--- src/rtl/spm_pkg.sv ---
// shared constants and types of the scratchpad memory access link
package spm_pkg;

	// ----------------------------------------------------------------
	// clock and timing
	// ----------------------------------------------------------------
	localparam int          CLK_MHZ         = 50;
	localparam int          COPY_NS_BYTE    = 2000;                      // copy time per byte
	localparam int          COPY_CYC        = COPY_NS_BYTE * CLK_MHZ / 1000;
	localparam int          RST_STD_US      = 480;                       // bus reset pulse, standard
	localparam int          RST_OD_US       = 48;                        // bus reset pulse, overdrive
	localparam int          RST_STD_CYC     = RST_STD_US * CLK_MHZ;
	localparam int          RST_OD_CYC      = RST_OD_US * CLK_MHZ;
	localparam int          SLOT_STD_US     = 60;                        // slot spacing, standard
	localparam int          SLOT_OD_US      = 8;                         // slot spacing, overdrive
	localparam int          SLOT_STD_CYC    = SLOT_STD_US * CLK_MHZ;
	localparam int          SLOT_OD_CYC     = SLOT_OD_US * CLK_MHZ;

	// ----------------------------------------------------------------
	// commands, status byte layout, memory map
	// ----------------------------------------------------------------
	localparam logic [7:0]  CMD_WRITE_SP    = 8'h0F;
	localparam logic [7:0]  CMD_READ_SP     = 8'hAA;
	localparam logic [7:0]  CMD_COPY_SP     = 8'h99;
	localparam int          ES_AA_BIT       = 7;
	localparam int          ES_ZERO_BIT     = 6;
	localparam int          ES_PF_BIT       = 5;
	localparam logic [4:0]  SP_LAST_OFF     = 5'h1F;
	localparam logic [15:0] CRC_POLY        = 16'hA001;                  // reflected crc-16
	localparam logic [15:0] REG_PAGE_BASE   = 16'h0200;
	localparam logic [15:0] REG_PAGE_END    = 16'h023F;

	// ----------------------------------------------------------------
	// host wishbone register map and fields
	// ----------------------------------------------------------------
	localparam logic [3:0]  WB_CTRL_OFF     = 4'h0;
	localparam logic [3:0]  WB_CMD_OFF      = 4'h4;
	localparam logic [3:0]  WB_STAT_OFF     = 4'h8;
	localparam int          CTRL_OD_BIT     = 0;
	localparam int          CMD_RST_BIT     = 12;
	localparam int          STAT_BUSY_BIT   = 0;
	localparam int          STAT_OD_BIT     = 1;
	localparam logic        OD_RESET        = 1'b0;

	// ----------------------------------------------------------------
	// state enumerations
	// ----------------------------------------------------------------
	typedef enum logic [3:0] {
		D_IDLE, D_WADDR, D_WDATA, D_WCRC, D_RPRE, D_RDATA, D_RCRC,
		D_ONES, D_CAUTH, D_CPASS, D_COPY, D_ALT, D_HALT
	} spm_dev_e;

	typedef enum logic [2:0] {
		H_IDLE, H_RST, H_SLOT, H_WAIT, H_GAP
	} spm_host_e;

endpackage
--- src/rtl/spm_link_if.sv ---
// bit-slot link between the bus master and the scratchpad device
`timescale 1ns/100ps
`default_nettype none
interface spm_link_if;
	logic bus_rst;   // bus reset level, master driven
	logic slot;      // one-cycle slot request
	logic wbit;      // master bit, 1 on read slots
	logic od;        // overdrive select
	logic done;      // one-cycle slot answer
	logic rbit;      // resolved line bit of the slot

	modport host (output bus_rst, output slot, output wbit, output od, input done, input rbit);
	modport dev  (input bus_rst, input slot, input wbit, input od, output done, output rbit);
endinterface
`default_nettype wire

--- src/rtl/spm_crc16.sv ---
// bit-serial crc-16 generator, lsb first
`timescale 1ns/100ps
`default_nettype none
module spm_crc16
	import spm_pkg::*;
(
	// clock and reset
	input  wire logic        clk_i,
	input  wire logic        rst_n_i,
	// control
	input  wire logic        clr_i,
	input  wire logic        en_i,
	input  wire logic        bit_i,
	// result
	output logic [15:0]      crc_o
);
	typedef struct packed {
		logic [15:0] crc;
	} spm_crc_s;

	spm_crc_s st_ff;
	spm_crc_s nxt_st;
	logic     fb;

	// clear wins over shift
	always_comb
	begin
		nxt_st = st_ff;
		fb     = bit_i ^ st_ff.crc[0];
		if (clr_i)
			nxt_st.crc = 16'h0000;
		else if (en_i)
			nxt_st.crc = {1'b0, st_ff.crc[15:1]} ^ (fb ? CRC_POLY : 16'h0000);
	end

	always_ff @(posedge clk_i)
	begin
		if (!rst_n_i)
			st_ff <= '0;
		else
			st_ff <= nxt_st;
	end

	assign crc_o = st_ff.crc;
endmodule
`default_nettype wire

--- src/rtl/spm_device.sv ---
// scratchpad device end: write, read and copy scratchpad over the bit-slot link
`timescale 1ns/100ps
`default_nettype none
module spm_device
	import spm_pkg::*;
#(
	parameter logic [15:0] REG_BASE = REG_PAGE_BASE,
	parameter logic [15:0] REG_END  = REG_PAGE_END
)(
	// clock and reset
	input  wire logic        clk_i,
	input  wire logic        rst_n_i,
	// link
	spm_link_if.dev          link,
	// device state and secrets
	input  wire logic        mission_active_i,
	input  wire logic        pw_check_en_i,
	input  wire logic [63:0] full_pw_i,
	// memory write port
	input  wire logic        mem_busy_i,
	output logic             mem_we_o,
	output logic [15:0]      mem_addr_o,
	output logic [7:0]       mem_wdata_o,
	// status
	output logic [15:0]      target_addr_o,
	output logic [7:0]       end_status_byte_o,
	output logic             overdrive_select_o
);
	// ----------------------------------------------------------------
	// state
	// ----------------------------------------------------------------
	typedef struct packed {
		spm_dev_e        state;
		logic [15:0]     ta;
		logic [4:0]      es_end;
		logic            pf;
		logic            aa;
		logic [31:0][7:0] sp;
		logic [7:0]      sh;
		logic [3:0]      nbit;
		logic [4:0]      boff;
		logic [1:0]      bcnt;
		logic [7:0]      txb;
		logic [63:0]     pw;
		logic            auth_ok;
		logic            pend;
		logic            done;
		logic            rbit;
		logic            alt;
		logic [7:0]      cnt;
		logic            mem_we;
		logic [15:0]     mem_addr;
		logic [7:0]      mem_wdata;
		logic            rst_q;
		logic            od;
	} spm_dev_s;

	spm_dev_s    st_ff;
	spm_dev_s    nxt_st;
	logic [15:0] crc;
	logic        crc_clr;
	logic        crc_en;
	logic        dbit;
	logic        line;
	logic        act;
	logic        rst_rise;
	logic        byte_done;
	logic [7:0]  rx;
	logic [7:0]  es_byte;
	logic [7:0]  auth_ref;
	logic [63:0] pw_full;
	logic        reg_page;

	// ----------------------------------------------------------------
	// crc generator
	// ----------------------------------------------------------------
	spm_crc16 u_crc (
		.clk_i   (clk_i),
		.rst_n_i (rst_n_i),
		.clr_i   (crc_clr),
		.en_i    (crc_en),
		.bit_i   (line),
		.crc_o   (crc)
	);

	// status byte and link helpers
	assign es_byte   = {st_ff.aa, 1'b0, st_ff.pf, st_ff.es_end};
	assign rst_rise  = link.bus_rst & ~st_ff.rst_q;
	assign act       = st_ff.pend & ~link.bus_rst & (st_ff.state != D_COPY);
	assign line      = link.wbit & dbit;
	assign rx        = {line, st_ff.sh[7:1]};
	assign byte_done = act & (st_ff.nbit[2:0] == 3'd7);
	assign pw_full   = {line, st_ff.pw[63:1]};
	assign reg_page  = (st_ff.ta >= REG_BASE) && (st_ff.ta <= REG_END);
	assign crc_clr   = rst_rise && (st_ff.state != D_COPY);
	assign crc_en    = act && ((st_ff.state == D_IDLE) || (st_ff.state == D_WADDR) || (st_ff.state == D_WDATA)
	                   || (st_ff.state == D_RPRE) || (st_ff.state == D_RDATA));

	// bit the device puts on the line in this slot
	always_comb
	begin
		case (st_ff.state)
			D_RPRE, D_RDATA: dbit = st_ff.txb[0];
			D_WCRC, D_RCRC:  dbit = ~crc[st_ff.nbit];
			D_ALT:           dbit = st_ff.alt;
			default:         dbit = 1'b1;
		endcase
	end

	// authorization byte expected at each pattern position
	always_comb
	begin
		case (st_ff.bcnt)
			2'd0:    auth_ref = st_ff.ta[7:0];
			2'd1:    auth_ref = st_ff.ta[15:8];
			default: auth_ref = es_byte;
		endcase
	end

	// ----------------------------------------------------------------
	// command sequencer
	// ----------------------------------------------------------------
	always_comb
	begin
		nxt_st        = st_ff;
		nxt_st.rst_q  = link.bus_rst;
		nxt_st.od     = link.od;
		nxt_st.done   = act;
		nxt_st.mem_we = 1'b0;
		if (link.slot)
			nxt_st.pend = 1'b1;
		if (act)
		begin
			nxt_st.pend = 1'b0;
			nxt_st.rbit = line;
			nxt_st.sh   = rx;
			nxt_st.nbit = st_ff.nbit + 4'd1;
			nxt_st.txb  = {1'b1, st_ff.txb[7:1]};
		end
		if (rst_rise && (st_ff.state != D_COPY))
		begin
			// stray bits after the last whole byte, also past offset 1Fh
			if (((st_ff.state == D_WDATA) || (st_ff.state == D_WCRC)) && (st_ff.nbit[2:0] != 3'd0))
				nxt_st.pf = 1'b1;
			nxt_st.state = D_IDLE;
			nxt_st.nbit  = 4'd0;
			nxt_st.pend  = 1'b0;
		end
		else
		begin
			case (st_ff.state)
				D_IDLE:
				begin
					if (byte_done)
					begin
						nxt_st.nbit = 4'd0;
						nxt_st.bcnt = 2'd0;
						case (rx)
							CMD_WRITE_SP:
							begin
								nxt_st.state = D_WADDR;
								nxt_st.aa    = 1'b0;
								nxt_st.pf    = 1'b0;
							end
							CMD_READ_SP:
							begin
								nxt_st.state = D_RPRE;
								nxt_st.txb   = st_ff.ta[7:0];
								nxt_st.boff  = st_ff.ta[4:0];
							end
							CMD_COPY_SP:
							begin
								nxt_st.state   = D_CAUTH;
								nxt_st.auth_ok = 1'b1;
							end
							default: nxt_st.state = D_HALT;
						endcase
					end
				end
				D_WADDR:
				begin
					if (byte_done)
					begin
						nxt_st.nbit = 4'd0;
						nxt_st.bcnt = st_ff.bcnt + 2'd1;
						if (st_ff.bcnt == 2'd0)
							nxt_st.ta[7:0] = rx;
						else
						begin
							nxt_st.ta[15:8] = rx;
							nxt_st.boff     = st_ff.ta[4:0];
							nxt_st.state    = D_WDATA;
						end
					end
				end
				D_WDATA:
				begin
					if (byte_done)
					begin
						nxt_st.nbit           = 4'd0;
						nxt_st.sp[st_ff.boff] = rx;
						nxt_st.es_end         = st_ff.boff;
						if (st_ff.boff == SP_LAST_OFF)
							nxt_st.state = D_WCRC;
						else
							nxt_st.boff = st_ff.boff + 5'd1;
					end
				end
				D_RPRE:
				begin
					if (byte_done)
					begin
						nxt_st.nbit = 4'd0;
						nxt_st.bcnt = st_ff.bcnt + 2'd1;
						case (st_ff.bcnt)
							2'd0:    nxt_st.txb = st_ff.ta[15:8];
							2'd1:    nxt_st.txb = es_byte;
							default:
							begin
								nxt_st.txb   = st_ff.sp[st_ff.boff];
								nxt_st.state = D_RDATA;
							end
						endcase
					end
				end
				D_RDATA:
				begin
					if (byte_done)
					begin
						nxt_st.nbit = 4'd0;
						if (st_ff.boff == SP_LAST_OFF)
							nxt_st.state = D_RCRC;
						else
						begin
							nxt_st.boff = st_ff.boff + 5'd1;
							nxt_st.txb  = st_ff.sp[5'(st_ff.boff + 5'd1)];
						end
					end
				end
				D_WCRC, D_RCRC:
				begin
					if (act && (st_ff.nbit == 4'd15))
						nxt_st.state = D_ONES;
				end
				D_CAUTH:
				begin
					if (byte_done)
					begin
						nxt_st.nbit = 4'd0;
						nxt_st.bcnt = st_ff.bcnt + 2'd1;
						if (rx != auth_ref)
							nxt_st.auth_ok = 1'b0;
						if (st_ff.bcnt == 2'd2)
						begin
							nxt_st.state = D_CPASS;
							nxt_st.bcnt  = 2'd0;
						end
					end
				end
				D_CPASS:
				begin
					if (act)
						nxt_st.pw = pw_full;
					if (act && (st_ff.nbit == 4'd15) && (st_ff.bcnt == 2'd3))
					begin
						nxt_st.nbit = 4'd0;
						if (pw_check_en_i && (pw_full != full_pw_i))
							nxt_st.state = D_HALT;
						else if (!st_ff.auth_ok || (st_ff.es_end != SP_LAST_OFF) || (mission_active_i && reg_page))
							nxt_st.state = D_HALT;
						else
						begin
							nxt_st.aa       = 1'b1;
							nxt_st.state    = D_COPY;
							nxt_st.boff     = st_ff.ta[4:0];
							nxt_st.mem_addr = st_ff.ta;
							nxt_st.cnt      = 8'd0;
						end
					end
					else if (act && (st_ff.nbit == 4'd15))
						nxt_st.bcnt = st_ff.bcnt + 2'd1;
				end
				D_COPY:
				begin
					if (st_ff.cnt != 8'(COPY_CYC - 1))
						nxt_st.cnt = st_ff.cnt + 8'd1;
					else if (!mem_busy_i)
					begin
						nxt_st.mem_we    = 1'b1;
						nxt_st.mem_wdata = st_ff.sp[st_ff.boff];
						nxt_st.mem_addr  = st_ff.mem_addr;
						nxt_st.cnt       = 8'd0;
						if (st_ff.boff == st_ff.es_end)
						begin
							nxt_st.state = D_ALT;
							nxt_st.alt   = 1'b1;
						end
						else
							nxt_st.boff = st_ff.boff + 5'd1;
					end
				end
				D_ALT:
				begin
					if (act)
						nxt_st.alt = ~st_ff.alt;
				end
				default: ;
			endcase
		end
		// address advances after each copied byte
		if (st_ff.mem_we)
			nxt_st.mem_addr = st_ff.mem_addr + 16'd1;
	end

	always_ff @(posedge clk_i)
	begin
		if (!rst_n_i)
			st_ff <= '0;
		else
			st_ff <= nxt_st;
	end

	// ----------------------------------------------------------------
	// outputs
	// ----------------------------------------------------------------
	assign link.done          = st_ff.done;
	assign link.rbit          = st_ff.rbit;
	assign mem_we_o           = st_ff.mem_we;
	assign mem_addr_o         = st_ff.mem_addr;
	assign mem_wdata_o        = st_ff.mem_wdata;
	assign target_addr_o      = st_ff.ta;
	assign end_status_byte_o  = es_byte;
	assign overdrive_select_o = st_ff.od;
endmodule
`default_nettype wire

--- src/flat_wrapper.sv ---
// flat-port wrapper written by rule: the top's interface ports become plain ports
module spm_device_flat import spm_pkg::*;
#(
	parameter logic [15:0] REG_BASE = REG_PAGE_BASE,
	parameter logic [15:0] REG_END  = REG_PAGE_END
)
  (clk_i, rst_n_i, mission_active_i, pw_check_en_i, full_pw_i, mem_busy_i, mem_we_o, mem_addr_o, mem_wdata_o, target_addr_o, end_status_byte_o, overdrive_select_o, link_bus_rst, link_slot, link_wbit, link_od, link_done, link_rbit);
  spm_link_if link_i ();
  input  wire logic clk_i;
  input  wire logic rst_n_i;
  input  wire logic mission_active_i;
  input  wire logic pw_check_en_i;
  input  wire logic [63:0] full_pw_i;
  input  wire logic mem_busy_i;
  output logic mem_we_o;
  output logic [15:0] mem_addr_o;
  output logic [7:0] mem_wdata_o;
  output logic [15:0] target_addr_o;
  output logic [7:0] end_status_byte_o;
  output logic overdrive_select_o;
  input wire logic [$bits(link_i.bus_rst)-1:0] link_bus_rst;
  input wire logic [$bits(link_i.slot)-1:0] link_slot;
  input wire logic [$bits(link_i.wbit)-1:0] link_wbit;
  input wire logic [$bits(link_i.od)-1:0] link_od;
  output wire logic [$bits(link_i.done)-1:0] link_done;
  output wire logic [$bits(link_i.rbit)-1:0] link_rbit;
  assign link_i.bus_rst = link_bus_rst;
  assign link_i.slot = link_slot;
  assign link_i.wbit = link_wbit;
  assign link_i.od = link_od;
  assign link_done = link_i.done;
  assign link_rbit = link_i.rbit;
  spm_device #(.REG_BASE(REG_BASE), .REG_END(REG_END)) u_core (.clk_i(clk_i), .rst_n_i(rst_n_i), .link(link_i), .mission_active_i(mission_active_i), .pw_check_en_i(pw_check_en_i), .full_pw_i(full_pw_i), .mem_busy_i(mem_busy_i), .mem_we_o(mem_we_o), .mem_addr_o(mem_addr_o), .mem_wdata_o(mem_wdata_o), .target_addr_o(target_addr_o), .end_status_byte_o(end_status_byte_o), .overdrive_select_o(overdrive_select_o));
endmodule
--- config.mk ---
export PLATFORM = sky130hd
export DESIGN_NAME = spm_device_flat
export DESIGN_NICKNAME = d
export VERILOG_FILES = /design/src/rtl/spm_pkg.sv /design/src/rtl/spm_link_if.sv /design/src/rtl/spm_crc16.sv /design/src/rtl/spm_device.sv /design/src/flat_wrapper.sv
export SDC_FILE = /design/constraint.sdc
export NUM_CORES = 1
export LEC_CHECK = 0
export ABC_AREA = 0
export BUFFER_PORTS_ARGS = -buffer_cell sky130_fd_sc_hd__buf_2
export CAP_MARGIN = 0
export CORE_UTILIZATION = 48
export DETAILED_ROUTE_END_ITERATION = 10
export GPL_TIMING_DRIVEN = 0
export PLACE_DENSITY = 0.68
export SLEW_MARGIN = 40
export SYNTH_ARGS = -nofsm -noshare
export SYNTH_HDL_FRONTEND = slang
export SYNTH_SLANG_ARGS = --single-unit
--- constraint.sdc ---
create_clock -name clk_i -period 9 [get_ports clk_i]
set_input_delay 0.9 -clock clk_i [delete_from_list [all_inputs] [get_ports clk_i]]
set_output_delay 0.9 -clock clk_i [all_outputs]
set_load 0.02 [all_outputs]
==> flow_summary.ini, run 1 <==
[status]
status = finished with violations
violations = DRC

[synthesis]
yosysTopAreaCellShare = 0.3739
synth_area_um2 = 22860
synth-edff-count = 0
synth_cell_types = 81
synthTopCellsByArea = dfxtp_1 37%, mux4_2 13%, mux2i_1 9.5%, nand2_1 5.7%, a21oi_1 4.8%
ys_seq_area_frac = 0.3739
ys_async_sr_fraction = 0
netlist_top_cells_count = 427 x dfxtp_1, 350 x nand2_1, 260 x nor2_1
synthCells = 2503
synth-main-ff-cell = dfxtp_1
synth_top_cell_by_area = dfxtp_1
synth_area_per_cell_um2 = 9.133
yosysWarnings = 0
synth_seq_cells = 427
yosysMostFrequentCell = dfxtp_1
synth_nets = 2592

[global_routing]
grt_start_max_net_pins = 15
grt_usage = 0.3576
grt_pass1_wl_mm = 128.1
antenna_found_initial = 1
grt_pass1_vias = 20137
grt_overflow = 0

[route]
viasPerCell = 6.380
drt_first_pass_iters = 9
drc_errors = 11
routedWlPerCell_um = 26.34
wl_mm = 87.49
num_vias = 21189
drtAntennaViolNets = 0
drt_iter0_drc = 2837

[final_layout]
area_growth_pct = 14.12
multi_input_area_um2 = 13070
diodes = 0
nets = 2766
register_area_um2 = 8548
final_util = 0.5580
drive_gt1_frac = 0.1824
nFillCells = 4238

[power]
switching_power_mw = 0.9620
clkPwrFrac = 0.522
power.share.sequential = 0.447
power_mw = 4.243
cellPowerDensity_nw_per_um2 = 162.7
power_leakage_nw = 10.48
p_int_mw = 3.281
vdd_drop_max_v = 0.0001647
switching_share = 0.2267
pwr-share-comb = 0.031

[sta]
skew_ns = 0.04775
setup_viol = 0
fin_crit_ns = 5.757
worst_pin_slew_ns = 0.9691
max_slew_margin = 0.3539
rsz0062_at_grt = false
timing.fmax_mhz = 173.7
hold_viol_final = 0
slew_violations = 0
setup_tns_ns = 0
post-route-period-util = 0.6397

[clock_tree]
post_cts_buffers = 0
clockRootBuffer = clkbuf_16
ctsLongestPathBuffers = 3
h-tree-depth = 2
clock_sinks = 427
numCtsBuffers = 49
clk_latency_ns = 0.63
cts_tree = built
path_clk_slew_ns = 0.05
hold_buffers = 0
cts_resized = 0

[placement]
hpwl_mm = 63.99
place_congestion = 0.9743
io_buffers = 123

[run]
maxCapViolCount = 0

[worst_setup_path]
worstSetupStartpointType = register
critPathCaptureType = register
crit_path_max_fanout = 10
crit_type = reg2reg
required_ns = 9.45
cp_data_arrival_time_ns = 6.20

[floorplan]
initial_core_util = 0.4890
core_area_um2 = 46750
dieWidth_um = 220.2
io_pins = 125
dieArea_um2 = 48500
rows = 79
die_h_um = 220.2

[worst_hold_path]
hp-class = reg2reg
critical path: stages (launching register included):
cell,delay (ns)
dfxtp_1,0.39
buf_2,0.31
buf_2,0.36
buf_4,0.33
buf_2,0.44
buf_2,0.39
inv_1,0.16
ha_1,0.33
buf_2,0.45
buf_2,0.53
buf_2,0.46
mux4_2,0.55
mux2i_1,0.16
a21oi_1,0.21
a221oi_1,0.37
a41oi_1,0.15
path summary, 6_finish.rpt:
check                                       start                end  slack, ns  cells after the start
worst max-delay path            u_core.st_ff[114]  u_core.st_ff[104]       3.24                     15
worst min-delay path            u_core.st_ff[185]  u_core.st_ff[185]       0.47                      2
worst max register to register  u_core.st_ff[114]  u_core.st_ff[104]       3.24                     15
worst min register to register  u_core.st_ff[185]  u_core.st_ff[185]       0.47                      2
cell usage in the layout, fill, tap and decap left out, types with 8 or more instances in the layout:
cell type  synthesis  final
nor2b_1           18     18
nand2_1          350    350
bufinv_16          0      8
xnor2_1           12     11
a22o_1            15     15
nor4_1            20     18
buf_4             51     51
xor2_1            67     67
mux4_2           133    133
buf_1             16     13
a221oi_1          18     18
a22oi_1           34     34
clkbuf_2           2     11
nor2_1           260    258
clkbuf_8           0     14
or3_1              8      8
a311oi_1          10     10
mux2_2            13     13
nand3_1          129    129
clkbuf_16          0     49
a211oi_1          24     24
o211ai_1          13     13
and2_1            11     11
buf_2             49    175
nand2b_1          18     18
and3_1            16     16
nor3_1            23     22
o21ai_0           43     43
a21oi_1          217    217
dfxtp_1          427    427
nand4_1           13     13
mux2i_1          217    217
inv_1             19     19
clkbuf_1         129    126
a31oi_1           10     10
ha_1              16     16
registers in the layout (all words and copies together), names as in the netlist:
signal / cells
u_core.u_crc.crc_o: 16
u_core.st_ff: 291
u_core.overdrive_select_o: 1
u_core.target_addr_o: 16
u_core.link.done: 1
u_core.pw_full: 63
u_core.mem_addr_o: 16
u_core.mem_we_o: 1
u_core.end_status_byte_o: 7
u_core.link.rbit: 1
u_core.rx: 6
u_core.mem_wdata_o: 8
routing by layer:
layer  share of wire  track usage  up-vias
li1                -            -     9313
met1            0.39       0.4637    10337
met2            0.45       0.5505     1246
met3           0.098      0.07491      293
met4           0.063       0.2097        0
met5               0            0        -
power by group through the flow:
stage | Sequential (mW) | Combinational (mW) | Clock (mW)
2_1_floorplan | 1.94 | 0.0665 | 0
3_3_place_gp | 1.94 | 0.125 | 0
3_5_place_dp | 1.94 | 0.127 | 0
4_1_cts | 1.90 | 0.127 | 2.23
5_1_grt | 1.90 | 0.139 | 2.30
6_report | 1.90 | 0.131 | 2.22
logic make-up (layout without fill, tap and decap cells):
group           count (synthesis)  in the layout  synth area share
simple gates                  907            907            0.1774
compound gates                439            439            0.1204
flops                         427            427            0.3739
mux                           363            363            0.2324
buf+inv                       271            482           0.05665
xor+xnor                       79             79           0.03027
fa+ha+maj                      16             16          0.008757
other cells                     1              1         0.0001640
layout make-up:
| cell class | instances | area share |
|---|---|---|
| clock inverters | 19 | 0.01333 |
| repair buffers | 123 | 0.02360 |
| multi-input cells | 1805 | 0.5008 |
| flip-flops and latches | 427 | 0.3277 |
| clock buffers | 69 | 0.05525 |
| well taps | 607 | 0.02911 |
| inverters | 21 | 0.003022 |
| plain buffers | 250 | 0.04719 |
stage by stage:
step                      cells  cell area (um2)  hold slack (ns)  worst slack (ns)
final                      3321            26090           0.4688             3.243
after global routing       3321            26090           0.4816             3.054
after CTS                  3321            26070           0.4663             3.413
after detailed placement   3233            24280           0.4589             3.435
after global placement     3233            24240           0.4484             3.283
after floorplan            2503            22860           0.4430             5.050
Note: power is estimated with default switching activity, not from simulation.
==> run 2: changes to the inputs <==
--- a/config.mk
+++ b/config.mk
@@ -5,13 +5,13 @@
 export SDC_FILE = /design/constraint.sdc
 export NUM_CORES = 1
 export LEC_CHECK = 0
-export ABC_AREA = 0
+export ABC_AREA = 1
 export BUFFER_PORTS_ARGS = -buffer_cell sky130_fd_sc_hd__buf_2
 export CAP_MARGIN = 0
 export CORE_UTILIZATION = 48
 export DETAILED_ROUTE_END_ITERATION = 10
 export GPL_TIMING_DRIVEN = 0
-export PLACE_DENSITY = 0.68
+export PLACE_DENSITY = 0.71
 export SLEW_MARGIN = 40
 export SYNTH_ARGS = -nofsm -noshare
 export SYNTH_HDL_FRONTEND = slang
==> constraint.sdc (replaced) <==
create_clock -name clk_i -period 4.9 [get_ports clk_i]
set_input_delay 0.49 -clock clk_i [delete_from_list [all_inputs] [get_ports clk_i]]
set_output_delay 0.49 -clock clk_i [all_outputs]
set_load 0.02 [all_outputs]
==> flow_summary.ini, run 2 <==
[status]
status = finished with violations
violations = setup timing

[run]
maxCapViolCount = 0

[power]
cellPowerDensity_nw_per_um2 = 318.5
power.share.sequential = 0.423
power_leakage_nw = 10.40
vdd_drop_max_v = 0.0002666
switching_share = 0.3039
pwr-share-comb = 0.157
switching_power_mw = 2.548
clkPwrFrac = 0.420
p_int_mw = 5.836

[worst_setup_path]
cp-startpoint = u_core.st_ff[114]
timing.reg2reg.setup_slack_ns = -0.03
critPathCaptureType = register
reg2reg_from = u_core.st_ff[114]
worstSetupStartpointType = register
crit_path_max_fanout = 11
crit_type = reg2reg
cp_data_arrival_time_ns = 5.46
required_ns = 5.43

[placement]
io_buffers = 122
dpl-instance-area_um2 = 24810
place_congestion = 1.068
hpwl_mm = 82.68

[floorplan]
io_pins = 125
dieWidth_um = 222.5
dieArea_um2 = 49520
initial_core_util = 0.4879
die_h_um = 222.5
core_area_um2 = 47850
rows = 80

[clock_tree]
clk_latency_ns = 0.62
numCtsBuffers = 46
post_cts_buffers = 0
path_clk_slew_ns = 0.06
h-tree-depth = 2
ctsLongestPathBuffers = 3
cts_tree = built
clock_sinks = 427
clockRootBuffer = clkbuf_16

[synthesis]
synth_top_cell_by_area = dfxtp_1
synth_nets = 3524
synth_cell_types = 54
synth_area_per_cell_um2 = 6.797
ys_async_sr_fraction = 0
netlist_top_cells_count = 664 x o21ai_0, 631 x a21oi_1, 427 x dfxtp_1
synthTopCellsByArea = dfxtp_1 37%, o21ai_0 14%, a21oi_1 14%, nand2_1 5.9%, inv_1 5.8%
synth_area_um2 = 23350
ys_seq_area_frac = 0.3662
synth-main-ff-cell = dfxtp_1
synth-edff-count = 0
synth_seq_cells = 427
yosysWarnings = 0
yosysMostFrequentCell = o21ai_0
synthCells = 3435
yosysTopAreaCellShare = 0.3662

[final_layout]
layout_common_cells = 664 x o21ai_0, 631 x a21oi_1, 427 x dfxtp_1
drive_gt1_frac = 0.1188
nets = 3698
top_register = u_core.st_ff
finalInstanceArea_um2 = 26330
final_common_cell = o21ai_0
area_growth_pct = 12.77
largest_reg_flops = 291

[sta]
fin_hold_ws_ns = 0.07276
fin_crit_ns = 4.929
max_slew_margin = 0.3386
skew_ns = 0.02036
rsz0062_at_grt = true
hold_viol_final = 0
post-route-period-util = 1.006
worst_pin_slew_ns = 0.9921
setup_viol = 2
timing.fmax_mhz = 202.9
setup_ws_ns = -0.02919
slew_violations = 0

[worst_hold_path]
hp-start = link_od
hp-class = in2reg

[route]
drtAntennaViolNets = 0
drc_errors = 0
num_vias = 26492
wl_mm = 112.2
viasPerCell = 6.219
drt_iter0_drc = 4487
routedWlPerCell_um = 26.33
drt_first_pass_iters = 6

[global_routing]
busiest_layer = met2
grt_use_met3 = 0.1481
grt_pass1_wl_mm = 160.5
grt_overflow = 0
use_met1 = 0.6033
grt_start_max_net_pins = 14
grt_pass1_vias = 23641
grt_usage = 0.4424
antenna_found_initial = 7
use_met2 = 0.6204
-- run 2: changes by cell type after synthesis, sizes merged, moves of 18 or more --
cell / delta
o21ai: +622
a22oi: -32
nor2b: -18
nor2: -34
a211oi: -21
nand2: +19
nand3: +50
clkbuf: +24
inv: +355
mux4: -133
a21oi: +415
mux2i: -217
xor2: -24
nand4: +22
-- run 2: worst paths after layout --
kind,endpoint,cells after the start
worst max-delay path,u_core.st_ff[107],16
worst min-delay path,u_core.overdrive_select_o,3
worst max register to register,u_core.st_ff[107],16
worst min register to register,u_core.u_crc.crc_o[15],2
-- run 2: timing repair --
item	in CTS	in global routing
resized for setup	0	9
endpoints found under the setup margin	0	8
hold buffers	0	0
-- run 2: per-stage QoR --
stage          setup slack (ns)  setup TNS (ns)  instances  total power, mW    util
2_1_floorplan             2.073               0       3435            4.376       -
3_3_place_gp           -0.04156        -0.04156       4172            4.854  0.5168
3_5_place_dp            0.03476               0       4175            4.859  0.5186
4_1_cts                 0.01800               0       4258            8.291  0.5496
5_1_grt                -0.01267        -0.03000       4259            8.580  0.5502
6_report               -0.02919        -0.04133       4260            8.384  0.5502
-- run 2: power by group through the flow --
stage               Combinational, mW  Sequential (mW)  Clock (mW)
finish                           1.32             3.55        3.52
detailed placement               1.24             3.62           0
floorplan                       0.759             3.62           0
global placement                 1.23             3.62           0
global route                     1.39             3.55        3.64
CTS                              1.24             3.54        3.50
-- run 2: critical path, cell delays in order (launching register included) --
cell,delay (ns)
dfxtp_1,0.42
inv_1,0.15
buf_2,0.21
buf_2,0.27
buf_2,0.44
buf_1,0.64
ha_1,0.40
inv_2,0.33
buf_1,0.71
o211ai_1,0.23
nand3_1,0.14
nand3_1,0.22
nand3_1,0.18
nand3_1,0.12
a21oi_1,0.16
nor2_1,0.07
a21oi_1,0.15
-- run 2: logic make-up (layout without fill, tap and decap cells) --
kind of cell | count (synthesis) | after routing | synth area share
flip-flops | 427 | 427 | 0.3662
other | 1 | 2 | 0.0001606
buffers and inverters | 671 | 880 | 0.1233
XOR/XNOR | 70 | 70 | 0.02626
AND/OR/NAND/NOR | 875 | 875 | 0.1726
adder cells (fa/ha/maj) | 16 | 16 | 0.008575
AO/OA/AOI/OAI | 1375 | 1375 | 0.3030
-- run 2: per-layer routing --
| layer | wire length [um] | share of wire |
|---|---|---|
| met1 | 44910 | 0.40 |
| met2 | 44780 | 0.40 |
| met3 | 16060 | 0.14 |
| met4 | 6392 | 0.057 |
| met5 | 27 | 0.00024 |
-- run 2: cell type report --
type                    count  area [um2]
diodes                      1       2.502
clock inverters            11       113.9
multi-input cells        2337       11960
clock buffers              72        1369
fillers                  4729       21520
repair buffers            126       641.9
plain buffers             291        1471
inverters                 380        1454
flip-flops and latches    427        8548
well taps                 615       769.5
